[src/afc_defs.svh]
`ifndef AFC_DEFS_SVH
`define AFC_DEFS_SVH

// bus geometry
`define AFC_ADDR_W          8
`define AFC_DATA_W          32
`define AFC_STRB_W          4

// register byte offsets
`define AFC_CHOP_OFFSET     8'h74
`define AFC_AMP2_OFFSET     8'hA0

// register reset values
`define AFC_CHOP_RESET      32'h00000001
`define AFC_AMP2_RESET      32'h00000019

// chop register field
`define AFC_CHOP_BIT        0

// amp2 control fields
`define AFC_SINK_BIT        14
`define AFC_SPARE13_BIT     13
`define AFC_BIAS_MSB        12
`define AFC_BIAS_LSB        11
`define AFC_RES_MSB         10
`define AFC_RES_LSB         8
`define AFC_GAIN_MSB        7
`define AFC_GAIN_LSB        5
`define AFC_SPARE4_BIT      4
`define AFC_CAP_BIT         3
`define AFC_COUPLING_BIT    2
`define AFC_FUNC_BIT        1
`define AFC_PD_BIT          0

// highest defined codes
`define AFC_RES_CODE_MAX    3'h6
`define AFC_GAIN_CODE_MAX   3'h5

// converter sample time multipliers
`define AFC_SAMPLE_MULT_CHOP   2'h2
`define AFC_SAMPLE_MULT_NORMAL 2'h1

// bus responses
`define AFC_RESP_OKAY       2'h0
`define AFC_RESP_SLVERR     2'h2

`endif

[src/afc_pkg.sv]
package afc_pkg;
  `include "afc_defs.svh"

  // amp2 configuration as seen by the analog side
  typedef struct packed {
    logic       sink_boost;
    logic [1:0] transimpedance_bias_select;
    logic [2:0] transimpedance_resistor_code;
    logic [2:0] amp_gain_code;
    logic       filter_cap_bypass;
    logic       coupling_select;
    logic       tia_mode_select;
    logic       amp_core_power_down;
  } afc_amp2_cfg_t;

  // all state of the top module
  typedef struct packed {
    logic                   awready;
    logic                   aw_held;
    logic [`AFC_ADDR_W-1:0] aw_addr;
    logic                   wready;
    logic                   w_held;
    logic [`AFC_DATA_W-1:0] w_data;
    logic [`AFC_STRB_W-1:0] w_strb;
    logic                   bvalid;
    logic [1:0]             bresp;
    logic                   arready;
    logic                   rvalid;
    logic [`AFC_DATA_W-1:0] rdata;
    logic [1:0]             rresp;
    logic [3:0]             bias_onehot;
    logic [1:0]             sample_mult;
    logic                   code_invalid;
  } afc_state_t;
endpackage

[src/afc_regs.sv]
`timescale 1ns/1ps
`include "afc_defs.svh"

// Functional notes
// - chop register at 0x74, resets to 0x1
// - chop bit0: 1 disables, 0 enables chopping
// - chopping enabled doubles converter sample time
// - amp2 control at 0xA0, resets to 0x19
// - bit14 sink boost, read/write, resets 0
// - bits12:11 bias select, sources eight..eleven
// - bits10:8 transimpedance resistor code, resets 0
// - bits7:5 amplifier gain code, resets 0
// - bit3 filter capacitor bypass, resets 1
// - bit2 coupling: 0 DC, 1 AC
// - bit1 function: 0 gain, 1 transimpedance
module afc_regs (
  // clock and reset
  input  wire logic                   clk_in,
  input  wire logic                   rst_n_in,
  // axi4-lite write address
  input  wire logic                   s_axi_awvalid_in,
  input  wire logic [`AFC_ADDR_W-1:0] s_axi_awaddr_in,
  output logic                        s_axi_awready_out,
  // axi4-lite write data
  input  wire logic                   s_axi_wvalid_in,
  input  wire logic [`AFC_DATA_W-1:0] s_axi_wdata_in,
  input  wire logic [`AFC_STRB_W-1:0] s_axi_wstrb_in,
  output logic                        s_axi_wready_out,
  // axi4-lite write response
  output logic                        s_axi_bvalid_out,
  output logic [1:0]                  s_axi_bresp_out,
  input  wire logic                   s_axi_bready_in,
  // axi4-lite read address
  input  wire logic                   s_axi_arvalid_in,
  input  wire logic [`AFC_ADDR_W-1:0] s_axi_araddr_in,
  output logic                        s_axi_arready_out,
  // axi4-lite read data
  output logic                        s_axi_rvalid_out,
  output logic [`AFC_DATA_W-1:0]      s_axi_rdata_out,
  output logic [1:0]                  s_axi_rresp_out,
  input  wire logic                   s_axi_rready_in,
  // amplifier one chop control
  output logic                        chop_disable_out,
  output logic [1:0]                  sample_time_mult_out,
  // amplifier two configuration
  output afc_pkg::afc_amp2_cfg_t      amp2_cfg_out,
  output logic [3:0]                  bias_source_onehot_out,
  output logic                        code_invalid_out
);
  // reset words and offsets as sized constants
  localparam logic [31:0] CHOP_RST = `AFC_CHOP_RESET;
  localparam logic [31:0] AMP2_RST = `AFC_AMP2_RESET;
  localparam logic [7:0]  CHOP_OFF = `AFC_CHOP_OFFSET;
  localparam logic [7:0]  AMP2_OFF = `AFC_AMP2_OFFSET;

  afc_pkg::afc_state_t st;
  afc_pkg::afc_state_t next_st;

  // field storage outputs
  logic       chop_q;
  logic       sink_q;
  logic       spare13_q;
  logic [1:0] bias_q;
  logic [2:0] res_q;
  logic [2:0] gain_q;
  logic       spare4_q;
  logic       cap_q;
  logic       coup_q;
  logic       func_q;
  logic       pd_q;

  // write decode
  logic       wr_fire;
  logic       wr_hit_chop;
  logic       wr_hit_amp2;
  logic       we_chop;
  logic       we_amp2_b0;
  logic       we_amp2_b1;
  logic       rd_hit_chop;
  logic       rd_hit_amp2;
  logic [31:0] rd_word;

  // a write is done once both halves are held and no answer is pending
  // holding each half lets the master offer them in either order
  assign wr_fire     = st.aw_held && st.w_held && !st.bvalid;
  assign wr_hit_chop = (st.aw_addr[7:2] == CHOP_OFF[7:2]);
  assign wr_hit_amp2 = (st.aw_addr[7:2] == AMP2_OFF[7:2]);

  // byte lanes: bits 14:8 ride lane one, the rest lane zero
  // lanes two and three hold only reserved bits, so they are ignored
  assign we_chop    = wr_fire && wr_hit_chop && st.w_strb[0];
  assign we_amp2_b0 = wr_fire && wr_hit_amp2 && st.w_strb[0];
  assign we_amp2_b1 = wr_fire && wr_hit_amp2 && st.w_strb[1];

  // one flop group per field keeps each reset value beside its bits
  // chop disable, resets to one
  afc_field #(
    .W   (1),
    .RST (CHOP_RST[`AFC_CHOP_BIT])
  ) u_chop (
    .clk_in   (clk_in),
    .rst_n_in (rst_n_in),
    .wr_en_in (we_chop),
    .wdata_in (st.w_data[`AFC_CHOP_BIT]),
    .q_out    (chop_q)
  );

  // sink current boost
  afc_field #(
    .W   (1),
    .RST (AMP2_RST[`AFC_SINK_BIT])
  ) u_sink (
    .clk_in   (clk_in),
    .rst_n_in (rst_n_in),
    .wr_en_in (we_amp2_b1),
    .wdata_in (st.w_data[`AFC_SINK_BIT]),
    .q_out    (sink_q)
  );

  // spare storage inside the overlapped range
  afc_field #(
    .W   (1),
    .RST (AMP2_RST[`AFC_SPARE13_BIT])
  ) u_sp13 (
    .clk_in   (clk_in),
    .rst_n_in (rst_n_in),
    .wr_en_in (we_amp2_b1),
    .wdata_in (st.w_data[`AFC_SPARE13_BIT]),
    .q_out    (spare13_q)
  );

  // transimpedance bias source select
  afc_field #(
    .W   (2),
    .RST (AMP2_RST[`AFC_BIAS_MSB:`AFC_BIAS_LSB])
  ) u_bias (
    .clk_in   (clk_in),
    .rst_n_in (rst_n_in),
    .wr_en_in (we_amp2_b1),
    .wdata_in (st.w_data[`AFC_BIAS_MSB:`AFC_BIAS_LSB]),
    .q_out    (bias_q)
  );

  // transimpedance resistor code
  afc_field #(
    .W   (3),
    .RST (AMP2_RST[`AFC_RES_MSB:`AFC_RES_LSB])
  ) u_res (
    .clk_in   (clk_in),
    .rst_n_in (rst_n_in),
    .wr_en_in (we_amp2_b1),
    .wdata_in (st.w_data[`AFC_RES_MSB:`AFC_RES_LSB]),
    .q_out    (res_q)
  );

  // amplifier gain code
  afc_field #(
    .W   (3),
    .RST (AMP2_RST[`AFC_GAIN_MSB:`AFC_GAIN_LSB])
  ) u_gain (
    .clk_in   (clk_in),
    .rst_n_in (rst_n_in),
    .wr_en_in (we_amp2_b0),
    .wdata_in (st.w_data[`AFC_GAIN_MSB:`AFC_GAIN_LSB]),
    .q_out    (gain_q)
  );

  // spare storage, resets to one
  afc_field #(
    .W   (1),
    .RST (AMP2_RST[`AFC_SPARE4_BIT])
  ) u_sp4 (
    .clk_in   (clk_in),
    .rst_n_in (rst_n_in),
    .wr_en_in (we_amp2_b0),
    .wdata_in (st.w_data[`AFC_SPARE4_BIT]),
    .q_out    (spare4_q)
  );

  // external filter capacitor bypass
  afc_field #(
    .W   (1),
    .RST (AMP2_RST[`AFC_CAP_BIT])
  ) u_cap (
    .clk_in   (clk_in),
    .rst_n_in (rst_n_in),
    .wr_en_in (we_amp2_b0),
    .wdata_in (st.w_data[`AFC_CAP_BIT]),
    .q_out    (cap_q)
  );

  // dc or ac coupling
  afc_field #(
    .W   (1),
    .RST (AMP2_RST[`AFC_COUPLING_BIT])
  ) u_coup (
    .clk_in   (clk_in),
    .rst_n_in (rst_n_in),
    .wr_en_in (we_amp2_b0),
    .wdata_in (st.w_data[`AFC_COUPLING_BIT]),
    .q_out    (coup_q)
  );

  // gain or transimpedance function
  afc_field #(
    .W   (1),
    .RST (AMP2_RST[`AFC_FUNC_BIT])
  ) u_func (
    .clk_in   (clk_in),
    .rst_n_in (rst_n_in),
    .wr_en_in (we_amp2_b0),
    .wdata_in (st.w_data[`AFC_FUNC_BIT]),
    .q_out    (func_q)
  );

  // core power down, resets to one
  afc_field #(
    .W   (1),
    .RST (AMP2_RST[`AFC_PD_BIT])
  ) u_pd (
    .clk_in   (clk_in),
    .rst_n_in (rst_n_in),
    .wr_en_in (we_amp2_b0),
    .wdata_in (st.w_data[`AFC_PD_BIT]),
    .q_out    (pd_q)
  );

  // read decode straight from the address channel
  // decoding before the take saves a cycle, but a write that lands
  // on the same edge as the take is read back with its old value
  assign rd_hit_chop = (s_axi_araddr_in[7:2] == CHOP_OFF[7:2]);
  assign rd_hit_amp2 = (s_axi_araddr_in[7:2] == AMP2_OFF[7:2]);

  // read word assembly; unused bits are constant zero
  // bits 13 and 4 read back as stored, like any other field
  always_comb begin
    rd_word = 32'h00000000;
    if (rd_hit_chop) begin
      rd_word[`AFC_CHOP_BIT] = chop_q;
    end else if (rd_hit_amp2) begin
      rd_word[`AFC_SINK_BIT]               = sink_q;
      rd_word[`AFC_SPARE13_BIT]            = spare13_q;
      rd_word[`AFC_BIAS_MSB:`AFC_BIAS_LSB] = bias_q;
      rd_word[`AFC_RES_MSB:`AFC_RES_LSB]   = res_q;
      rd_word[`AFC_GAIN_MSB:`AFC_GAIN_LSB] = gain_q;
      rd_word[`AFC_SPARE4_BIT]             = spare4_q;
      rd_word[`AFC_CAP_BIT]                = cap_q;
      rd_word[`AFC_COUPLING_BIT]           = coup_q;
      rd_word[`AFC_FUNC_BIT]               = func_q;
      rd_word[`AFC_PD_BIT]                 = pd_q;
    end
  end

  // bus handshakes and derived outputs
  // a slow bready stalls only the write side, reads keep going
  always_comb begin
    next_st = st;
    // address and data are taken independently, in either order
    if (s_axi_awvalid_in && st.awready) begin
      next_st.aw_held = 1'b1;
      next_st.aw_addr = s_axi_awaddr_in;
    end
    if (s_axi_wvalid_in && st.wready) begin
      next_st.w_held = 1'b1;
      next_st.w_data = s_axi_wdata_in;
      next_st.w_strb = s_axi_wstrb_in;
    end
    // unmapped writes change nothing but are still answered
    if (wr_fire) begin
      next_st.aw_held = 1'b0;
      next_st.w_held  = 1'b0;
      next_st.bvalid  = 1'b1;
      next_st.bresp   = (wr_hit_chop || wr_hit_amp2) ?
                        `AFC_RESP_OKAY : `AFC_RESP_SLVERR;
    end
    if (st.bvalid && s_axi_bready_in) begin
      next_st.bvalid = 1'b0;
    end
    // one write in flight: no new halves until the answer is gone
    next_st.awready = !next_st.aw_held && !next_st.bvalid;
    next_st.wready  = !next_st.w_held && !next_st.bvalid;
    // read answers on the same edge that takes the address
    if (s_axi_arvalid_in && st.arready) begin
      next_st.rvalid = 1'b1;
      next_st.rdata  = rd_word;
      next_st.rresp  = (rd_hit_chop || rd_hit_amp2) ?
                       `AFC_RESP_OKAY : `AFC_RESP_SLVERR;
    end
    if (st.rvalid && s_axi_rready_in) begin
      next_st.rvalid = 1'b0;
    end
    next_st.arready = !next_st.rvalid;
    // derived outputs trail the fields by one edge
    // the extra flop keeps every output on a register, at one edge of lag
    next_st.bias_onehot = 4'(4'h1 << bias_q);
    next_st.sample_mult = chop_q ? `AFC_SAMPLE_MULT_NORMAL
                                 : `AFC_SAMPLE_MULT_CHOP;
    // undefined codes are stored as written, only flagged
    next_st.code_invalid = (res_q > `AFC_RES_CODE_MAX) ||
                           (gain_q > `AFC_GAIN_CODE_MAX);
  end

  // state register
  // derived outputs reset to what the field reset values imply
  always_ff @(posedge clk_in or negedge rst_n_in) begin
    if (!rst_n_in) begin
      st             <= '0;
      st.bias_onehot <= 4'h1;
      st.sample_mult <= `AFC_SAMPLE_MULT_NORMAL;
    end else begin
      st <= next_st;
    end
  end

  // bus outputs
  assign s_axi_awready_out = st.awready;
  assign s_axi_wready_out  = st.wready;
  assign s_axi_bvalid_out  = st.bvalid;
  assign s_axi_bresp_out   = st.bresp;
  assign s_axi_arready_out = st.arready;
  assign s_axi_rvalid_out  = st.rvalid;
  assign s_axi_rdata_out   = st.rdata;
  assign s_axi_rresp_out   = st.rresp;

  // analog-facing outputs, all from field or state flops
  // field outputs follow a write on the edge that raises bvalid, derived outputs one edge later
  assign chop_disable_out       = chop_q;
  assign sample_time_mult_out   = st.sample_mult;
  assign bias_source_onehot_out = st.bias_onehot;
  assign code_invalid_out       = st.code_invalid;
  assign amp2_cfg_out.sink_boost                   = sink_q;
  assign amp2_cfg_out.transimpedance_bias_select   = bias_q;
  assign amp2_cfg_out.transimpedance_resistor_code = res_q;
  assign amp2_cfg_out.amp_gain_code                = gain_q;
  assign amp2_cfg_out.filter_cap_bypass            = cap_q;
  assign amp2_cfg_out.coupling_select              = coup_q;
  assign amp2_cfg_out.tia_mode_select              = func_q;
  assign amp2_cfg_out.amp_core_power_down          = pd_q;
endmodule

[src/afc_field.sv]
`timescale 1ns/1ps
// one software-writable field with its own reset value
module afc_field #(
  parameter int unsigned  W   = 1,
  parameter logic [W-1:0] RST = '0
) (
  // clock and reset
  input  wire logic         clk_in,
  input  wire logic         rst_n_in,
  // write side
  input  wire logic         wr_en_in,
  input  wire logic [W-1:0] wdata_in,
  // stored value
  output logic [W-1:0]      q_out
);
  typedef struct packed {
    logic [W-1:0] q;
  } afc_field_state_t;

  afc_field_state_t st;
  afc_field_state_t next_st;

  // load on write, hold otherwise
  always_comb begin
    next_st = st;
    if (wr_en_in) begin
      next_st.q = wdata_in;
    end
  end

  // reset loads the constant only
  always_ff @(posedge clk_in or negedge rst_n_in) begin
    if (!rst_n_in) begin
      st <= afc_field_state_t'(RST);
    end else begin
      st <= next_st;
    end
  end

  assign q_out = st.q;
endmodule

[config.mk]
export PLATFORM = sky130hd
export DESIGN_NAME = afc_regs
export DESIGN_NICKNAME = d
export VERILOG_FILES = /design/src/afc_pkg.sv /design/src/afc_regs.sv /design/src/afc_field.sv
export VERILOG_INCLUDE_DIRS = /design/src
export SDC_FILE = /design/constraint.sdc
export NUM_CORES = 1
export LEC_CHECK = 0
export ABC_AREA = 1
export ABC_CLOCK_PERIOD_IN_PS = 3800
export BUFFER_PORTS_ARGS = -buffer_cell sky130_fd_sc_hd__clkbuf_2
export CAP_MARGIN = 20
export CORE_UTILIZATION = 52
export CTS_CLUSTER_DIAMETER = 150
export CTS_CLUSTER_SIZE = 30
export DETAILED_ROUTE_END_ITERATION = 6
export HOLD_SLACK_MARGIN = 0.03
export PLACE_DENSITY = 0.84
export SLEW_MARGIN = 25
export SYNTH_ARGS = -nofsm -noshare
export SYNTH_HDL_FRONTEND = slang
export SYNTH_HIERARCHICAL = 1
export SYNTH_SLANG_ARGS = --single-unit
[constraint.sdc]
create_clock -name clk_in -period 3.8 [get_ports clk_in]
set_clock_uncertainty 0.15 [all_clocks]
set_input_delay 0.38 -clock clk_in [delete_from_list [all_inputs] [get_ports clk_in]]
set_output_delay 0.38 -clock clk_in [all_outputs]
set_load 0.05 [all_outputs]
==> results of run 1 <==
-- routing by layer --
| metal | share of wire (%) | vias up | track usage, % |
|---|---|---|---|
| met5 | 0 | - | 0 |
| met4 | 2.3 | 0 | 10.4 |
| met3 | 4.2 | 14 | 4.00 |
| met2 | 48 | 68 | 31.3 |
| met1 | 46 | 997 | 24.0 |
| li1 | - | 1150 | - |
-- worst max-delay path, cell delays in order (launching register included) --
cell and delay (ps):
dfrtp_1 380, inv_1 70, nand3_1 180, inv_1 130, nand2_1 50, nor2_1 590
inv_1 130, nand2_1 100, nand2_1 60
-- cells in the mapped netlist (all sizes together) --
| cell type | n | share of area (%) |
|---|---|---|
| nand4 | 3 | 0.60 |
| nand3 | 18 | 2.9 |
| dfstp | 6 | 5.0 |
| nor3 | 3 | 0.84 |
| a32o | 1 | 0.32 |
| clkbuf | 2 | 0.24 |
| conb | 1 | 0.12 |
| nand2 | 144 | 17 |
| buf | 52 | 12 |
| inv | 31 | 3.7 |
| dfrtp | 64 | 51 |
| o21ai | 21 | 3.6 |
| nor2 | 14 | 1.8 |
-- area by class of cell --
cell class                 count  share of cell area (%)
multi-input combinational    223                    26.4
inverter                      31                    3.32
clock buffer                  12                    4.42
clock inverter                 4                    1.28
timing repair buffer          81                    11.8
tap                           72                    2.57
sequential                    70                    50.1
-- how the worst max path moves through the flow --
stage | endpoint | cells after the start
floorplan | u_gain/q_out[2]$_DFFE_PN0P_ | 6
global placement | u_bias/q_out[1]$_DFFE_PN0P_ | 8
detailed placement | u_bias/q_out[1]$_DFFE_PN0P_ | 8
CTS | u_bias/q_out[1]$_DFFE_PN0P_ | 8
global route | u_bias/q_out[1]$_DFFE_PN0P_ | 8
finish | u_bias/q_out[1]$_DFFE_PN0P_ | 8
-- stage by stage --
step,util [%],setup WS [ps],hold WS (ps),instances,power (mW)
floorplan,-,1650,-65.6,378,1.70
global placement,58.5,1940,237,476,1.80
detailed placement,58.5,1890,239,476,1.83
CTS,62.2,1850,73.4,493,2.43
global route,62.2,1590,87.3,493,2.56
finish,62.2,1840,85.2,493,2.40
-- state kept, by name, summed over array words and instances, names as in the netlist, 2 cells and up --
register	cells
bias_source_onehot_out	4
u_bias/q_out	2
u_gain/q_out	3
s_axi_rdata_out	15
sample_time_mult_out	2
st	25
u_res/q_out	3
-- power by group --
group          leakage (nW)  internal (mW)  total (mW)  switching, mW
logic                 0.957          0.168       0.729          0.561
registers             0.896          0.957        1.08          0.124
clock network         0.106          0.336       0.594          0.258
-- placed cells by master, fill, tap and decap left out --
| cell | instances |
|---|---|
| clkbuf_2 | 77 |
| nand3_1 | 18 |
| dlygate4sd3_1 | 1 |
| nand2_2 | 1 |
| clkinv_2 | 3 |
| nand4_1 | 3 |
| o21ai_0 | 12 |
| nor2_2 | 1 |
| o21ai_1 | 7 |
| buf_4 | 2 |
| o21ai_2 | 2 |
| inv_1 | 28 |
| conb_1 | 19 |
| dfstp_2 | 6 |
| nor3_4 | 1 |
| nor3_1 | 2 |
| nand2_1 | 143 |
| buf_2 | 1 |
| nor2_1 | 13 |
| clkbuf_1 | 1 |
| bufinv_16 | 1 |
| dfrtp_1 | 64 |
| clkbuf_8 | 11 |
| a32o_1 | 1 |
| inv_2 | 3 |
-- cell families after synthesis --
kind of cell	count (synthesis)	share of synthesized area, %
simple gates	182	23.5
other cells	1	0.120
buf+inv	85	16.2
compound gates	22	3.92
flops	70	56.3
==> results.sh, run 1 <==
export IMPL_status="finished, final reports clean"
export IMPL_worst_r2r_path_depth=8
export IMPL_dpl_instance_area_um2=3300
export IMPL_cp_max_fo=11
export IMPL_rsz0062_at_grt="no"
export IMPL_rr_endpoint="u_bias/q_out[1]$_DFFE_PN0P_"
export IMPL_dieArea_um2=6320
export IMPL_grt_first_pass_wirelength_mm=9.27
export IMPL_rows=27
export IMPL_slew_violations=0
export IMPL_clk_pin_slew_worst_paths_ps=70
export IMPL_peakVddDrop_uv=599
export IMPL_vias=2229
export IMPL_crit_start="s_axi_bvalid_out$_DFF_PN0_"
export IMPL_gp_congestion=0.770
export IMPL_worstHoldStart="s_axi_awaddr_in[7]"
export IMPL_ys_seq_area_share_pct=56.3
export IMPL_critPathArrivalTime_ps=2040
export IMPL_drive_gt1_share_pct=25.9
export IMPL_grt_ovfl_total=0
export IMPL_core_um2=5640
export IMPL_grt_pass1_vias=2091
export IMPL_drc=0
export IMPL_cts_inserted_buffers=9
export IMPL_r2r_start="s_axi_bvalid_out$_DFF_PN0_"
export IMPL_clk_latency_ps=330
export IMPL_design_area_um2=3510
export IMPL_fill_cells=484
export IMPL_p_leak_nw=1.96
export IMPL_tritoncts="yes"
export IMPL_p_per_area_nw_per_um2=685
export IMPL_cts_buffer_depth=2
export IMPL_relSlewSlack_pct=38.7
export IMPL_path_class="reg -> reg"
export IMPL_min_to="st[91]$_DFFE_PN0P_"
export IMPL_cts_resized=0
export IMPL_dieHeight_um=79.5
export IMPL_ys_seq_elements=70
export IMPL_cts_sinks=70
export IMPL_antenna_cells=0
export IMPL_syn_to_final_growth_pct=12.3
export IMPL_nets=475
export IMPL_seqCellArea_um2=1760
export IMPL_syn_area_um2=3120
export IMPL_post_cts_buffers=0
export IMPL_period_needed_ps=1960
export IMPL_grtUsageTotal_pct=19.2
export IMPL_wl_mm=5.54
export IMPL_worstMarginPinSlew_ps=917
export IMPL_grt_max_degree=40
export IMPL_cp_start_kind="register"
export IMPL_start_util_pct=55.4
export IMPL_hold_path_class="in -> reg"
export IMPL_pin_count=121
export IMPL_setup_tns_ps=0
export IMPL_htree_num_levels=3
export IMPL_viasPerCell=4.52
export IMPL_antenna_found_initial=0
export IMPL_max_freq_mhz=509
export IMPL_multi_input_area_um2=927
export IMPL_holdPathStages=3
export IMPL_drv_cap=0
export IMPL_cts_root_buf="clkbuf_8"
export IMPL_ys_warn_count=6
export IMPL_regToRegSetupSlack_ps=1840
export IMPL_setup_violations=0
export IMPL_dr_pass1_iters=4
export IMPL_numPortBuffers=78
export IMPL_cp_end_kind="register"
export IMPL_die_w_um=79.5
export IMPL_synth_cell_types=22
export IMPL_cts_hold_buf=1
export IMPL_syn_avg_cell_area_um2=8.68
export IMPL_cp_required_ps=3870
export IMPL_hpwl_mm=4.04
export IMPL_wl_per_cell_um=11.2
export IMPL_finalCritPeriodShare_pct=51.7
export IMPL_synthCells=360
export IMPL_first_iter_violations=95
export IMPL_final_antenna_net_count=0
export IMPL_timing_final_hold_violations=0
Note: power is estimated with default switching activity, not from simulation.
==> inputs of run 2 (changes only) <==
--- a/config.mk
+++ b/config.mk
@@ -7,15 +7,15 @@
 export NUM_CORES = 1
 export LEC_CHECK = 0
 export ABC_AREA = 1
-export ABC_CLOCK_PERIOD_IN_PS = 3800
+export ABC_CLOCK_PERIOD_IN_PS = 1600
 export BUFFER_PORTS_ARGS = -buffer_cell sky130_fd_sc_hd__clkbuf_2
 export CAP_MARGIN = 20
-export CORE_UTILIZATION = 52
+export CORE_UTILIZATION = 44
 export CTS_CLUSTER_DIAMETER = 150
 export CTS_CLUSTER_SIZE = 30
 export DETAILED_ROUTE_END_ITERATION = 6
 export HOLD_SLACK_MARGIN = 0.03
-export PLACE_DENSITY = 0.84
+export PLACE_DENSITY = 0.76
 export SLEW_MARGIN = 25
 export SYNTH_ARGS = -nofsm -noshare
 export SYNTH_HDL_FRONTEND = slang
==> constraint.sdc (replaced) <==
create_clock -name clk_in -period 1.6 [get_ports clk_in]
set_clock_uncertainty 0.15 [all_clocks]
set_input_delay 0.16 -clock clk_in [delete_from_list [all_inputs] [get_ports clk_in]]
set_output_delay 0.16 -clock clk_in [all_outputs]
set_load 0.05 [all_outputs]
==> run 2 against run 1 <==
  * Wire length up 9.7%
  * Via count up 10%
  * Worst setup slack worse by 1700 ps
  * Sequential share of layout area down 6.1 points
  * Global-route usage down 1.5 points
  * Largest power group unchanged
==> results.sh, run 2 (same netlist as run 1, synthesis figures left out) <==
export IMPL_dp_cells=505
export IMPL_slew_violations=0
export IMPL_grt_ovfl_total=0
export IMPL_total_power_mw=6.23
export IMPL_fill_cells=610
export IMPL_status="finished, final reports clean"
export IMPL_dieHeight_um=86.3
export IMPL_rows=30
export IMPL_clk_latency_ps=340
export IMPL_numPortBuffers=78
export IMPL_gp_congestion=0.769
export IMPL_cts_root_buf="clkbuf_8"
export IMPL_core_um2=6830
export IMPL_grt_pass1_vias=2309
export IMPL_crit_chain="clkbuf_2"
export IMPL_drive_gt1_share_pct=27.0
export IMPL_viasPerCell=4.45
export IMPL_final_instance_count_excl_fill=552
export IMPL_start_util_pct=45.7
export IMPL_cpLargestDelayFamily="flip-flops"
export IMPL_cp_buffers_inverters=1
export IMPL_cts_inserted_buffers=9
export IMPL_wl_mm=6.08
export IMPL_cp_required_ps=1290
export IMPL_hold_path_class="in -> reg"
export IMPL_crit_path_max_incr_delay_ps=570
export IMPL_cp_slowest_cell="dfstp_2"
export IMPL_drc=0
export IMPL_hpwl_mm=4.26
export IMPL_critPathArrivalTime_ps=1200
export IMPL_cts_sinks=70
export IMPL_grt_max_degree=33
export IMPL_setup_tns_ps=0
export IMPL_cts_buffer_depth=2
export IMPL_vias=2456
export IMPL_cp_end_kind="output pin"
export IMPL_antenna_found_initial=0
export IMPL_setup_violations=0
export IMPL_die_w_um=86.3
export IMPL_fin_ws_ps=95.0
export IMPL_relSlewSlack_pct=64.8
export IMPL_rsz0062_at_grt="no"
export IMPL_clk_pin_slew_worst_paths_ps=70
export IMPL_nets=510
export IMPL_tritoncts="yes"
export IMPL_top_register="st"
export IMPL_worstMarginPinSlew_ps=526
export IMPL_p_leak_nw=2.16
export IMPL_dieArea_um2=7440
export IMPL_largest_reg_flops=25
export IMPL_p_per_area_nw_per_um2=1560
export IMPL_final_antenna_net_count=0
export IMPL_syn_to_final_growth_pct=27.8
export IMPL_grt_first_pass_wirelength_mm=10.2
export IMPL_cp_start_kind="register"
export IMPL_final_common_cell="nand2_1"
export IMPL_mostFrequentLayoutCells="nand2_1, clkbuf_2, dfrtp_1"
export IMPL_cp_max_fo=5
export IMPL_max_freq_mhz=664
export IMPL_wl_per_cell_um=11.0
export IMPL_drv_cap=0
export IMPL_period_needed_ps=1510
export IMPL_timing_final_hold_violations=0
export IMPL_antenna_cells=0
export IMPL_dr_pass1_iters=4
export IMPL_first_iter_violations=127
export IMPL_holdWs_ps=48.2
export IMPL_pin_count=121
export IMPL_grtUsageTotal_pct=17.8
export IMPL_finalCritPeriodShare_pct=94.1
export IMPL_pre_cts_ws_ps=55.8
export IMPL_peakVddDrop_uv=1190
export IMPL_path_class="reg -> out"
export IMPL_htree_num_levels=3
==> run 2: routing by layer <==
layer  vias up  GRT usage [%]  share of wire, %
li1       1229              -                 -
met1      1147           22.7                45
met2        67           28.4                49
met3        13           3.62               4.1
met4         0           10.0               2.2
met5         -              0                 0
==> run 2: layout make-up <==
cell class	instances	area [um2]	share of cell area [%]
clock buffer	9	124	3.10
clock inverter	7	121	3.04
inverter	31	116	2.91
multi-input combinational	223	958	24.0
sequential	70	1760	44.1
tap	96	120	3.01
timing repair buffer	116	793	19.9
==> run 2: per-stage QoR <==
step	util (%)	instance area (um2)
5_1_grt	58.5	3990
3_3_place_gp	50.4	3440
6_report	58.5	3990
4_1_cts	57.9	3960
3_5_place_dp	50.4	3440
2_1_floorplan	-	3220
==> run 2: power by group <==
| part | total, mW | leakage (nW) | switching (mW) | internal [mW] |
|---|---|---|---|---|
| registers | 2.60 | 0.895 | 0.329 | 2.28 |
| logic | 1.91 | 1.14 | 1.39 | 0.514 |
| clock network | 1.72 | 0.124 | 0.677 | 1.04 |
==> run 2: worst paths after layout <==
kind                                            startpoint                             endpoint  slack, ps  cells after the start
worst max-delay path              u_chop/q_out$_DFFE_PN1P_                     chop_disable_out         90                      1
worst min-delay path                    s_axi_araddr_in[7]       s_axi_rresp_out[1]$_DFFE_PN0P_         50                      5
worst max register to register  s_axi_bvalid_out$_DFF_PN0_          u_bias/q_out[1]$_DFFE_PN0P_         90                      8
worst min register to register    u_chop/q_out$_DFFE_PN1P_    sample_time_mult_out[0]$_DFF_PN1_        250                      0
max in group asynchronous                         rst_n_in              u_cap/q_out$_DFFE_PN1P_        540                      3
min in group asynchronous                         rst_n_in  bias_source_onehot_out[3]$_DFF_PN0_        160                      2
==> run 2: repair_timing <==
item | 4_1_cts | 5_1_grt
hold buffers | 27 | 0
endpoints found under the setup margin | 0 | 15
hold endpoints to repair | 87 | 0
setup buffers | 0 | 4
resized for setup | 0 | 1
